<file path="src/hdl/umc_pkg.sv">
// umc_pkg: register map, field positions and codes of the serial mode and
// interrupt-mask block; shared by the design and its bench.
// assumes a 32-bit AXI4-Lite register bus, byte offsets in the low 8 bits.
package umc_pkg;
	// register byte offsets
	localparam logic [7:0]  MR_OFS       = 8'h04;
	localparam logic [7:0]  IER_OFS      = 8'h08;
	localparam logic [7:0]  IDR_OFS      = 8'h0C;
	localparam logic [7:0]  IMR_OFS      = 8'h10;
	localparam logic [7:0]  CSR_OFS      = 8'h14;
	// mode register field positions
	localparam int          MODE_LSB     = 0;
	localparam int          CLKS_LSB     = 4;
	localparam int          CHAR_LEN_LSB = 6;
	localparam int          SYNC_BIT     = 8;
	localparam int          PARITY_LSB   = 9;
	localparam int          STOP_LSB     = 12;
	localparam int          LOOP_LSB     = 14;
	localparam int          ORDER_BIT    = 16;
	localparam int          NINE_BIT     = 17;
	localparam int          CLKO_BIT     = 18;
	localparam int          OVER_BIT     = 19;
	localparam int          INHIBIT_BIT  = 20;
	localparam int          ERRLIM_BIT   = 21;
	localparam int          VSYNC_BIT    = 22;
	localparam int          ITER_LSB     = 24;
	localparam int          FILTER_BIT   = 28;
	localparam int          CODING_BIT   = 29;
	localparam int          DELIM_BIT    = 31;
	// writable bits, reset values, valid interrupt sources
	localparam logic [31:0] MR_WMASK     = 32'hB77F_FFFF;
	localparam logic [31:0] MR_RST       = 32'h0000_0000;
	localparam logic [31:0] MASK_RST     = 32'h0000_0000;
	localparam logic [31:0] IRQ_VALID    = 32'h001F_3FFF;
	localparam int          ITER_SRC     = 10;
	// codes
	localparam logic [1:0]  CLKS_EXT     = 2'h3;
	localparam logic [1:0]  CH_NORMAL    = 2'h0;
	localparam logic [1:0]  CH_ECHO      = 2'h1;
	localparam logic [1:0]  CH_LOCAL     = 2'h2;
	localparam logic [1:0]  CH_REMOTE    = 2'h3;
	localparam logic [3:0]  MODE_ISO_T0  = 4'h4;
	localparam logic [3:0]  MODE_ISO_T1  = 4'h6;
	localparam logic [3:0]  CHAR_BASE    = 4'h5;
	localparam logic [3:0]  CHAR_NINE    = 4'h9;
	localparam logic [2:0]  STOP_ONE     = 3'h2;
	localparam logic [2:0]  STOP_ONEHALF = 3'h3;
	localparam logic [2:0]  STOP_TWO     = 3'h4;
	localparam logic [1:0]  RESP_OKAY    = 2'h0;
	localparam logic [1:0]  RESP_SLVERR  = 2'h2;
endpackage

</file>
<file path="src/hdl/umc_mode_irq.sv">
// umc_mode_irq: mode register, interrupt mask, line routing, receive filter
// and smart-card retry control of a serial port, behind an AXI4-Lite slave.
// assumes one clock, synchronous inputs and a core that supplies pulses for
// received characters and level status flags for the interrupt sources.
`timescale 1ns/1ps
`default_nettype none

module umc_mode_irq #(
	parameter int ADDR_W = 12
) (
	input  wire logic              aclk,
	input  wire logic              aresetn,
	input  wire logic [ADDR_W-1:0] awaddr,
	input  wire logic              awvalid,
	output logic                   awready,
	input  wire logic [31:0]       wdata,
	input  wire logic [3:0]        wstrb,
	input  wire logic              wvalid,
	output logic                   wready,
	output logic [1:0]             bresp,
	output logic                   bvalid,
	input  wire logic              bready,
	input  wire logic [ADDR_W-1:0] araddr,
	input  wire logic              arvalid,
	output logic                   arready,
	output logic [31:0]            rdata,
	output logic [1:0]             rresp,
	output logic                   rvalid,
	input  wire logic              rready,
	input  wire logic              rx_pin,
	input  wire logic              tx_core,
	input  wire logic              sample_tick,
	input  wire logic              rx_char_done,
	input  wire logic              rx_parity_bad,
	input  wire logic              iter_clear,
	input  wire logic [31:0]       irq_status,
	output logic                   tx_pin,
	output logic                   rx_core,
	output logic                   sck_oe_n,
	output logic                   neg_ack_seen_send,
	output logic                   iter_flag,
	output logic                   irq,
	output logic                   sync_mode,
	output logic [2:0]             parity_type_field,
	output logic [2:0]             stop_halves,
	output logic [1:0]             channel_loop_mode,
	output logic                   bit_order_select,
	output logic [3:0]             char_bits,
	output logic                   oversample_8x,
	output logic                   var_sync,
	output logic                   line_code_enable,
	output logic                   single_pulse_delimiter
);
	import umc_pkg::*;

	// the decoder looks at the low 8 address bits only
	if (ADDR_W < 8) begin : g_chk
		$error("umc_mode_irq: ADDR_W must be at least 8");
	end

	typedef struct packed {
		logic [31:0] mr;
		logic [31:0] mask;
		logic [7:0]  aw_addr;
		logic        aw_have;
		logic [31:0] w_data;
		logic [3:0]  w_strb;
		logic        w_have;
		logic        awready;
		logic        wready;
		logic        bvalid;
		logic [1:0]  bresp;
		logic        arready;
		logic        rvalid;
		logic [31:0] rdata;
		logic [1:0]  rresp;
		logic [2:0]  flt;
		logic        rx_flt;
		logic        tx_pin;
		logic        rx_core;
		logic [2:0]  err_cnt;
		logic        iter_flag;
		logic        neg_ack_seen_send;
		logic        irq;
		logic [3:0]  char_bits;
		logic [2:0]  stop_halves;
		logic        sck_oe_n;
	} umc_state_s;

	umc_state_s  s;
	umc_state_s  next_s;
	logic        wr_do;
	logic [31:0] eff_status;

	// byte strobes widened to a bit mask
	function automatic logic [31:0] strb_mask(input logic [3:0] st);
		strb_mask = {{8{st[3]}}, {8{st[2]}}, {8{st[1]}}, {8{st[0]}}};
	endfunction

	// 2-of-3 majority of the filter samples
	function automatic logic maj3(input logic [2:0] v);
		maj3 = (v[0] & v[1]) | (v[0] & v[2]) | (v[1] & v[2]);
	endfunction

	// a write runs once address and data are both held and no answer waits
	assign wr_do      = s.aw_have & s.w_have & ~s.bvalid;
	// retry-limit flag is this block's own source, merged into the status
	assign eff_status = irq_status | ({31'h0000_0000, s.iter_flag} << ITER_SRC);

	// next-state logic for bus, configuration and line control
	always_comb begin
		logic [31:0] wm;
		logic [31:0] sm;
		logic        iso;
		wm     = strb_mask(s.w_strb) & MR_WMASK;
		sm     = strb_mask(s.w_strb) & IRQ_VALID & s.w_data;
		iso    = (s.mr[MODE_LSB +: 4] == MODE_ISO_T0) ||
		         (s.mr[MODE_LSB +: 4] == MODE_ISO_T1);
		next_s = s;
		next_s.neg_ack_seen_send = 1'b0;
		// address and data channels are taken independently
		if (s.awready && awvalid) begin
			next_s.aw_have = 1'b1;
			next_s.aw_addr = awaddr[7:0];
		end
		if (s.wready && wvalid) begin
			next_s.w_have = 1'b1;
			next_s.w_data = wdata;
			next_s.w_strb = wstrb;
		end
		if (s.bvalid && bready) begin
			next_s.bvalid = 1'b0;
		end
		if (wr_do) begin
			next_s.aw_have = 1'b0;
			next_s.w_have  = 1'b0;
			next_s.bvalid  = 1'b1;
			next_s.bresp   = RESP_OKAY;
			case (s.aw_addr)
				MR_OFS: begin
					next_s.mr = (s.mr & ~wm) | (s.w_data & wm);
				end
				IER_OFS: begin
					next_s.mask = s.mask | sm;
				end
				IDR_OFS: begin
					next_s.mask = s.mask & ~sm;
				end
				default: begin
					next_s.bresp = RESP_SLVERR;
				end
			endcase
		end
		// ready is withheld while a channel's item is parked
		next_s.awready = ~next_s.aw_have;
		next_s.wready  = ~next_s.w_have;

		// read channel: one read in flight, data captured at the handshake
		if (s.rvalid && rready) begin
			next_s.rvalid = 1'b0;
		end
		if (s.arready && arvalid) begin
			next_s.rvalid = 1'b1;
			next_s.rresp  = RESP_OKAY;
			case (araddr[7:0])
				MR_OFS: begin
					next_s.rdata = s.mr;
				end
				IMR_OFS: begin
					next_s.rdata = s.mask;
				end
				CSR_OFS: begin
					next_s.rdata = eff_status;
				end
				default: begin
					next_s.rdata = 32'h0000_0000;
					next_s.rresp = RESP_SLVERR;
				end
			endcase
		end
		next_s.arready = ~next_s.rvalid;

		// decoded character length and stop bit count
		if (s.mr[NINE_BIT]) begin
			next_s.char_bits = CHAR_NINE;
		end else begin
			next_s.char_bits = CHAR_BASE + {2'b00, s.mr[CHAR_LEN_LSB +: 2]};
		end
		unique case (s.mr[STOP_LSB +: 2])
			2'h1:    next_s.stop_halves = STOP_ONEHALF;
			2'h2:    next_s.stop_halves = STOP_TWO;
			default: next_s.stop_halves = STOP_ONE;
		endcase
		// clock pin driven only for an internal clock source
		next_s.sck_oe_n = ~(s.mr[CLKO_BIT] &&
		                   (s.mr[CLKS_LSB +: 2] != CLKS_EXT));

		// receive filter samples at the 1/16-bit tick; a bypassed filter
		// still shifts so that enabling it starts from real samples
		if (sample_tick) begin
			next_s.flt = {s.flt[1:0], rx_pin};
		end
		if (!s.mr[FILTER_BIT]) begin
			next_s.rx_flt = rx_pin;
		end else if (sample_tick) begin
			next_s.rx_flt = maj3(next_s.flt);
		end

		// channel routing; local loopback idles the pin at mark level
		unique case (s.mr[LOOP_LSB +: 2])
			CH_NORMAL: begin
				next_s.tx_pin  = tx_core;
				next_s.rx_core = s.rx_flt;
			end
			CH_ECHO: begin
				next_s.tx_pin  = s.rx_flt;
				next_s.rx_core = s.rx_flt;
			end
			CH_LOCAL: begin
				next_s.tx_pin  = 1'b1;
				next_s.rx_core = tx_core;
			end
			CH_REMOTE: begin
				next_s.tx_pin  = rx_pin;
				next_s.rx_core = 1'b1;
			end
		endcase

		// smart-card negative acknowledge; clear first so a set wins
		if (iter_clear) begin
			next_s.iter_flag = 1'b0;
		end
		if (rx_char_done && iso) begin
			if (!rx_parity_bad) begin
				next_s.err_cnt = 3'h0;
			end else if (!s.mr[ERRLIM_BIT]) begin
				next_s.neg_ack_seen_send = ~s.mr[INHIBIT_BIT];
			end else if (s.err_cnt < s.mr[ITER_LSB +: 3]) begin
				next_s.neg_ack_seen_send = ~s.mr[INHIBIT_BIT];
				next_s.err_cnt   = s.err_cnt + 3'h1;
			end else begin
				next_s.iter_flag = 1'b1;
			end
		end

		// one interrupt line from the unmasked flags
		next_s.irq = |(eff_status & s.mask);
	end

	// state register, synchronous reset
	always_ff @(posedge aclk) begin
		if (!aresetn) begin
			s         <= '0;
			s.mr      <= MR_RST;
			s.mask    <= MASK_RST;
			s.awready <= 1'b1;
			s.wready  <= 1'b1;
			s.arready <= 1'b1;
			s.tx_pin  <= 1'b1;
			s.rx_core <= 1'b1;
			s.rx_flt  <= 1'b1;
			s.flt     <= 3'h7;
			s.sck_oe_n <= 1'b1;
			s.char_bits   <= CHAR_BASE;
			s.stop_halves <= STOP_ONE;
		end else begin
			s <= next_s;
		end
	end

	// outputs are flip-flop fields or slices of the mode register
	assign awready                = s.awready;
	assign wready                 = s.wready;
	assign bvalid                 = s.bvalid;
	assign bresp                  = s.bresp;
	assign arready                = s.arready;
	assign rvalid                 = s.rvalid;
	assign rdata                  = s.rdata;
	assign rresp                  = s.rresp;
	assign tx_pin                 = s.tx_pin;
	assign rx_core                = s.rx_core;
	assign sck_oe_n               = s.sck_oe_n;
	assign neg_ack_seen_send              = s.neg_ack_seen_send;
	assign iter_flag              = s.iter_flag;
	assign irq                    = s.irq;
	assign char_bits              = s.char_bits;
	assign stop_halves            = s.stop_halves;
	assign sync_mode              = s.mr[SYNC_BIT];
	assign parity_type_field      = s.mr[PARITY_LSB +: 3];
	assign channel_loop_mode      = s.mr[LOOP_LSB +: 2];
	assign bit_order_select       = s.mr[ORDER_BIT];
	assign oversample_8x          = s.mr[OVER_BIT];
	assign var_sync               = s.mr[VSYNC_BIT];
	assign line_code_enable       = s.mr[CODING_BIT];
	assign single_pulse_delimiter = s.mr[DELIM_BIT];
endmodule

`default_nettype wire

</file>
<file path="config.mk">
export PLATFORM = sky130hd
export DESIGN_NAME = umc_mode_irq
export DESIGN_NICKNAME = d
export VERILOG_FILES = /design/src/hdl/umc_pkg.sv /design/src/hdl/umc_mode_irq.sv
export SDC_FILE = /design/constraint.sdc
export NUM_CORES = 1
export LEC_CHECK = 0
export ABC_AREA = 1
export BUFFER_PORTS_ARGS = -buffer_cell sky130_fd_sc_hd__clkbuf_2
export CAP_MARGIN = 40
export CORE_UTILIZATION = 50
export CTS_CLUSTER_SIZE = 24
export DETAILED_ROUTE_END_ITERATION = 8
export GPL_TIMING_DRIVEN = 0
export PLACE_DENSITY = 0.76
export SLEW_MARGIN = 20
export SYNTH_ARGS = -nofsm -noshare
export SYNTH_HDL_FRONTEND = slang
export SYNTH_SLANG_ARGS = --single-unit
</file>
<file path="constraint.sdc">
create_clock -name aclk -period 1.4 [get_ports aclk]
set_input_delay 0.28 -clock aclk [delete_from_list [all_inputs] [get_ports aclk]]
set_output_delay 0.28 -clock aclk [all_outputs]
set_load 0.05 [all_outputs]
</file>
After elaboration in Yosys (flattened, before gate mapping):

Cells that the tools add are included.

* add/sub/neg operators: 2
* $lt $le $gt $ge: 1
* eq/ne operators: 17
* muxes and demuxes: 27
* bitwise logic cells: 24
* reductions and logical operators: 19

Operators by type and width (number)
* $and A32 B32 Y32: 4
* $pmux W32 S3: 1
* $not A32 Y32: 2
* $or A32 B32 Y32: 2
* $pmux W32 S2: 1
* $mux W35: 1
* $and A21 B32 Y32: 1
* $or A32 B11 Y32: 1
* $reduce_or A32 Y1: 1
* $eq A8 B3 Y1 const B: 2
* $eq A8 B4 Y1 const B: 2
* $eq A8 B5 Y1 const B: 2
* $mux W1: 12
* $mux W3: 4
* $eq A4 B3 Y1 const B: 2
* $mux W2: 4
* $mux W4: 2
* $pmux W2 S4: 1
* $logic_and A1 B1 Y1: 7
* $not A1 Y1: 7
* $eq A2 B2 Y1 const B: 3
* $pmux W3 S2: 1
* $reduce_and A3 Y1: 2
* $reduce_or A3 Y1: 2
* other kinds (13): 23

* register bits: 171
* output and inout bits: 65
* word-level logic and storage cells: 117

Longest topological paths before layout:

Gate-level depths: netlist (run 1).

* word-level depth: 6
* gate-level depth with buffers: 9
* depth with buffers taken out: 9

Worst setup path after synthesis (run 1):

Ideal clock, no wire load.

* path kind: register to register
* start: reg arready (netlist name)
* end: reg s (netlist bit rdata[20])
* library setup time: 0.071 ns
* arrival time: 1.445 ns
* setup slack: -0.115 ns
* stages on the path, launching flop included: 7
* path buffers: 2
* cells stage by stage: dfxtp_1 nand2_1 inv_1 buf_2 buf_1 nand2_1 a21oi_1

* cells in the longest elaborated chain, start to end: 1

Ends and longest elaborated chain
* $logic_and A1 B1 Y1: line umc_mode_irq.sv:162 `if (s.arready && arvalid) begin`
* end signal: assignment: line umc_mode_irq.sv:267 `s <= next_s;`
* end: declaration: line umc_mode_irq.sv:90 `umc_state_s s;`

No other way between the ends.
A chain may end at the register's enable or synchronous reset.

==> impl_metrics.json, run 1 <==
{
  "port_buffers": 156,
  "fin_skew_ps": 8.34,
  "maxSlewViolCount": 0,
  "tns_ps": -13.3,
  "hpwl_microns": 13700,
  "crit_family": "simple AND/OR/NAND/NOR gates",
  "critPathSlowestCell": "dfxtp_2",
  "wl_per_cell_microns": 14.1,
  "seq_power_share": 0.421,
  "seq_area_frac_synth": 0.443,
  "layout_common_cells": "161 x nand2_1, 138 x dfxtp_1, 132 x nor2_1, 112 x clkbuf_2, 95 x nand3_1",
  "internal-power_mw": 8.19,
  "cpPeakStageDelay_ps": 320,
  "drv_cap": 0,
  "setup_viol": 1,
  "ys.flop_type": "dfxtp_1",
  "min_from": "bready",
  "syn_inst": 940,
  "period_needed_ps": 1410,
  "cts_hold_buf": 0,
  "swShare": 0.239,
  "power.share.clock": 0.490,
  "syn_area_sq_um": 6770,
  "holdPathEnd": "bvalid",
  "clkSinkCount": 150,
  "grt_pass1_wl_microns": 29100,
  "yosys_warnings": 0,
  "dieWidth_microns": 118,
  "hold_viol_final": 0,
  "cts_tree": "done",
  "grt_pass1_vias": 5898,
  "area_growth_pct": 31.4,
  "tightestPinTransition_ps": 656,
  "fmax_ghz": 0.708,
  "clk_latency_ps": 430,
  "cp_num_buf_inv": 1,
  "routed_via_density": 5.04,
  "drtIter0Drc": 528,
  "crit-reg2reg-launch": "s[106]",
  "cts_root_buffer": "clkbuf_16",
  "violations": "setup timing",
  "max_slew_margin": 0.563,
  "cp_data_arrival_time_ps": 1720,
  "synth_edf_count": 0,
  "grt_usage": 0.266,
  "cellPowerDensity_nw_per_um2": 1210,
  "p_switching_mw": 2.57,
  "numCtsBuffers": 17,
  "setup_ws_ps": -13.3,
  "path_common_cell": "nor2_2",
  "io_pins": 170,
  "nNetsFinal": 1239,
  "layout_commonest_cell": "nand2_1",
  "start_util": 0.511,
  "clkTransAtPathRegs_ps": 60,
  "ys_types": 33,
  "r2r_cells": 7,
  "rows": 42,
  "coreArea_sq_um": 13200,
  "drt-total-wl_microns": 18700,
  "ys_ff_latch": 150,
  "n_antenna_cell": 0,
  "overflow": 0,
  "min_period_over_period": 1.01,
  "endpoint_kind": "flip-flop",
  "cp_cell_sequence": "nor2_2 -> nand2_2 -> nor2_8 -> nand3_4 -> buf_8 -> o21ai_2 -> nor2_2",
  "first_pass_iters": 5,
  "rrSetupSlack_ps": -10,
  "combPwrFrac": 0.089,
  "cts_buffer_depth": 2,
  "p_leak_nw": 4.02,
  "synthArstFlopShare": 0,
  "syn_avg_cell_area_sq_um": 7.20,
  "routabilityCongestion": 0.897,
  "die_h_microns": 118,
  "start_kind": "flip-flop",
  "rsz0062_at_grt": "true",
  "path_max_fanout": 5,
  "hold_path.class": "in -> reg",
  "placed_area_sq_um": 7780,
  "die_area_sq_um": 14000,
  "worstHoldPathCells": 2,
  "final_area_sq_um": 8900,
  "drcViolationCount": 0,
  "ant_nets": 0,
  "pre_cts_slack_ps": -134,
  "grt_max_degree": 17,
  "critical_path_required_ps": 1710,
  "antenna_found_initial": 0,
  "vias": 6644,
  "whs_ps": 54.4,
  "h-tree-depth": 4,
  "ir_worst_vdd_mv": 0.837,
  "status": "finished with violations",
  "drive_gt1_frac": 0.298,
  "critPathKind": "reg -> reg"
}
cells in the mapped netlist, types with 2 or more instances:
cell type / n / area [sq um]
nand3_1: 98 / 490
a21oi_1: 68 / 340
nand3_4: 2 / 35.0
o21ai_0: 56 / 280
ha_1: 4 / 50.1
o21ai_1: 32 / 160
or2_2: 3 / 18.8
buf_6: 4 / 45.0
nor2_2: 2 / 12.5
nor2_1: 138 / 518
clkbuf_1: 23 / 86.3
nor3_1: 2 / 10.0
buf_1: 6 / 22.5
nand4_1: 26 / 163
nor2_8: 2 / 40.0
buf_4: 54 / 405
dfxtp_1: 150 / 3000
nand2_2: 4 / 25.0
inv_2: 3 / 11.3
nand2_1: 166 / 623
clkinv_1: 2 / 7.51
o31ai_1: 2 / 15.0
inv_1: 67 / 251
buf_2: 17 / 85.1
metal layers:
layer | vias to the layer above | track usage | share of wire
met5 | - | 0 | 0
met4 | 0 | 0.105 | 0.023
met3 | 33 | 0.0434 | 0.066
met2 | 264 | 0.429 | 0.46
met1 | 2950 | 0.356 | 0.45
li1 | 3397 | - | -
layout make-up:
| class | instances | area [sq um] |
|---|---|---|
| Sequential cell | 150 | 3020 |
| Tap cell | 176 | 220 |
| Fill cell | 1163 | 4340 |
| Timing Repair Buffer | 171 | 1050 |
| Clock buffer | 20 | 457 |
| Multi-Input combinational cell | 615 | 2990 |
| Buffer | 103 | 669 |
| Inverter | 72 | 274 |
| Clock inverter | 12 | 223 |
power groups by stage:
stage | logic [mW] | clock network (mW) | registers [mW]
3_5_place_dp | 0.889 | 0 | 4.60
2_1_floorplan | 0.529 | 0 | 4.62
6_report | 0.956 | 5.27 | 4.53
3_3_place_gp | 0.883 | 0 | 4.60
5_1_grt | 1.05 | 5.49 | 4.54
4_1_cts | 0.906 | 5.27 | 4.51
worst reg2reg max path, stage by stage (launching register included):
cell and delay [ps]:
dfxtp_2 320, nor2_2 100, nand2_2 120, nor2_8 230
nand3_4 160, buf_8 180, o21ai_2 140, nor2_2 40
worst max-delay path by stage:
stage	start	depth (start not counted)	end	slack (ps)
after floorplan	arready	6	rdata[20]	60
after global placement	araddr[6]	10	rdata[16]	-120
after detailed placement	aresetn	5	rdata[30]	-130
after CTS	rdata[2]	2	rdata[2]	0.008
after global routing	s[106]	8	flip-flop	-130
final	s[106]	7	flip-flop	-10
repair_timing:
| action | in CTS | in global routing |
|---|---|---|
| hold endpoints to repair | 0 | 0 |
| endpoints found under the setup margin | 56 | 95 |
| gates cloned | 0 | 2 |
| resized for setup | 52 | 68 |
| buffers inserted | 1 | 12 |
| pin swaps | 1 | 20 |
stage by stage:
step	cells	total power, mW	util
2_1_floorplan	941	5.15	-
3_3_place_gp	1273	5.48	0.587
3_5_place_dp	1273	5.49	0.587
4_1_cts	1306	10.7	0.649
5_1_grt	1319	11.1	0.672
6_report	1319	10.8	0.672
cell families (layout without fill, tap and decap cells):
logic type	Yosys count	count (layout)	synth area share
compound gates	162	162	0.122
fa+ha+maj	4	4	0.00739
buf+inv	176	378	0.135
flops	150	150	0.443
other cells	1	2	0.000554
simple gates	447	447	0.291
No activity file was read; power rests on OpenSTA's default activity.
==> inputs of run 2 (changes only) <==
CORE_UTILIZATION = 48   (was 50)
SKIP_CTS_REPAIR_TIMING = 1   (was default)
clock period = 1.2 ns   (was 1.4 ns; I/O delays follow)
==> run 2 against run 1 <==
The flow still finishes with violations (setup timing). Largest power group is now registers. Clock skew down 1.6 ps. Global-route usage decreased by 0.43 points. Utilization up 2.3 points. Register-to-register slack lost 190 ps. Die area grew 4.1%. Highest routed layer unchanged. First-iteration DRC count fell by 22%. Fmax increased by 0.61%. Sequential cell count is the same.
==> impl_metrics.json, run 2 (same netlist as run 1, synthesis figures left out) <==
{
  "status": "finished with violations",
  "worstHoldPathCells": 2,
  "routabilityCongestion": 0.892,
  "min_period_over_period": 1.17,
  "fin_skew_ps": 6.71,
  "cp_cell_sequence": "nor2_4 -> nand2_4 -> nor2_8 -> nand3_4 -> buf_6 -> o21ai_2 -> a21oi_1",
  "dp.cells": 1277,
  "r2r_cells": 7,
  "cp_data_arrival_time_ps": 1720,
  "numCtsBuffers": 17,
  "drt-total-wl_microns": 21000,
  "cpPeakStageDelay_ps": 330,
  "p_leak_nw": 4.18,
  "n_antenna_cell": 0,
  "endpoint_kind": "flip-flop",
  "start_kind": "flip-flop",
  "critPathSlowestCell": "dfxtp_2",
  "wl_per_cell_microns": 16.0,
  "start_util": 0.490,
  "grt_pass1_vias": 5823,
  "cts_tree": "done",
  "grt_pass1_wl_microns": 29100,
  "nNetsFinal": 1229,
  "drv_cap": 0,
  "critPathKind": "reg -> reg",
  "final_core_util": 0.696,
  "area_growth_pct": 42.0,
  "die_h_microns": 121,
  "setup_viol": 78,
  "hpwl_microns": 14400,
  "holdPathEnd": "bvalid",
  "cp_num_buf_inv": 1,
  "layout_commonest_cell": "nand2_1",
  "min_from": "bready",
  "ant_nets": 0,
  "clk_latency_ps": 430,
  "fmax_ghz": 0.712,
  "vias": 6925,
  "rrSetupSlack_ps": -200,
  "coreArea_sq_um": 13800,
  "h-tree-depth": 4,
  "setup_ws_ps": -205,
  "maxSlewViolCount": 0,
  "die_area_sq_um": 14600,
  "pre_cts_slack_ps": -324,
  "crit_family": "simple AND/OR/NAND/NOR gates",
  "clkTransAtPathRegs_ps": 60,
  "fin_cells": 1312,
  "first_pass_iters": 5,
  "tightestPinTransition_ps": 767,
  "drcViolationCount": 0,
  "hold_viol_final": 0,
  "layout_common_cells": "157 x nand2_1, 130 x nor2_1, 98 x clkbuf_2, 94 x nand3_1, 85 x dfxtp_1",
  "violations": "setup timing",
  "cts_buffer_depth": 2,
  "tns_ps": -7940,
  "dieWidth_microns": 121,
  "io_pins": 170,
  "drtIter0Drc": 414,
  "hold_path.class": "in -> reg",
  "cellPowerDensity_nw_per_um2": 1230,
  "path_max_fanout": 6,
  "crit-reg2reg-launch": "s[100]",
  "grt_max_degree": 17,
  "drive_gt1_frac": 0.375,
  "grt_usage": 0.262,
  "rows": 43,
  "antenna_found_initial": 0,
  "clkSinkCount": 150,
  "cts_root_buffer": "clkbuf_16",
  "period_needed_ps": 1400,
  "max_slew_margin": 0.489,
  "routed_via_density": 5.28,
  "fillers": 1083,
  "ir_worst_vdd_mv": 0.980,
  "critical_path_required_ps": 1520,
  "port_buffers": 156,
  "overflow": 0,
  "rsz0062_at_grt": "true"
}
-- run 2: changes by cell type in the layout (fill, tap and decap cells not counted), sizes merged --
cell    change
clkbuf     -49
buf        +39
bufinv      -4
inv         +2
clkinv      +1
-- run 2: area by class of cell --
| cell class | instances | area [sq um] | area share |
|---|---|---|---|
| Tap cell | 180 | 225 | 0.0234 |
| Buffer | 80 | 629 | 0.0654 |
| Timing Repair Buffer | 184 | 1620 | 0.168 |
| Clock buffer | 20 | 457 | 0.0475 |
| Clock inverter | 11 | 123 | 0.0128 |
| Multi-Input combinational cell | 615 | 3180 | 0.331 |
| Inverter | 72 | 274 | 0.0285 |
| Sequential cell | 150 | 3110 | 0.323 |
-- run 2: routing by layer --
layer / global-route usage / vias to the layer above / routed length [microns]
li1: - / 3380 / -
met1: 0.344 / 3144 / 8680
met2: 0.404 / 337 / 9990
met3: 0.0604 / 64 / 1470
met4: 0.128 / 0 / 871
met5: 0 / - / 0
-- run 2: worst register-to-register path, stage by stage (launching register included) --
cell and delay, ps:
dfxtp_2 330, nor2_4 140, nand2_4 80, nor2_8 220, nand3_4 170, buf_6 170
o21ai_2 130, a21oi_1 50
-- run 2: power breakdown --
part	total, mW	leakage (nW)	switching [mW]	internal, mW
registers	5.30	1.25	0.165	5.14
logic	1.26	2.65	0.778	0.478
clock network	5.27	0.283	2.11	3.16
-- run 2: how the worst max path moves through the flow --
| stage | from | endpoint | slack, ps | depth (start not counted) |
|---|---|---|---|---|
| 2_1_floorplan | s[104] | flip-flop | -30 | 7 |
| 3_3_place_gp | araddr[6] | rdata[11] | -290 | 10 |
| 3_5_place_dp | araddr[6] | rdata[11] | -320 | 10 |
| 4_1_cts | flip-flop | channel_loop_mode[1] | -280 | 2 |
| 5_1_grt | s[100] | flip-flop | -280 | 8 |
| 6_report | s[100] | flip-flop | -200 | 7 |
-- run 2: through the flow --
stage	area [sq um]	hold slack, ps	power [mW]
2_1_floorplan	6830	337	6.01
3_3_place_gp	7840	440	6.40
3_5_place_dp	7840	439	6.42
4_1_cts	8410	14.7	11.6
5_1_grt	9620	10.0	12.2
6_report	9620	14.8	11.8
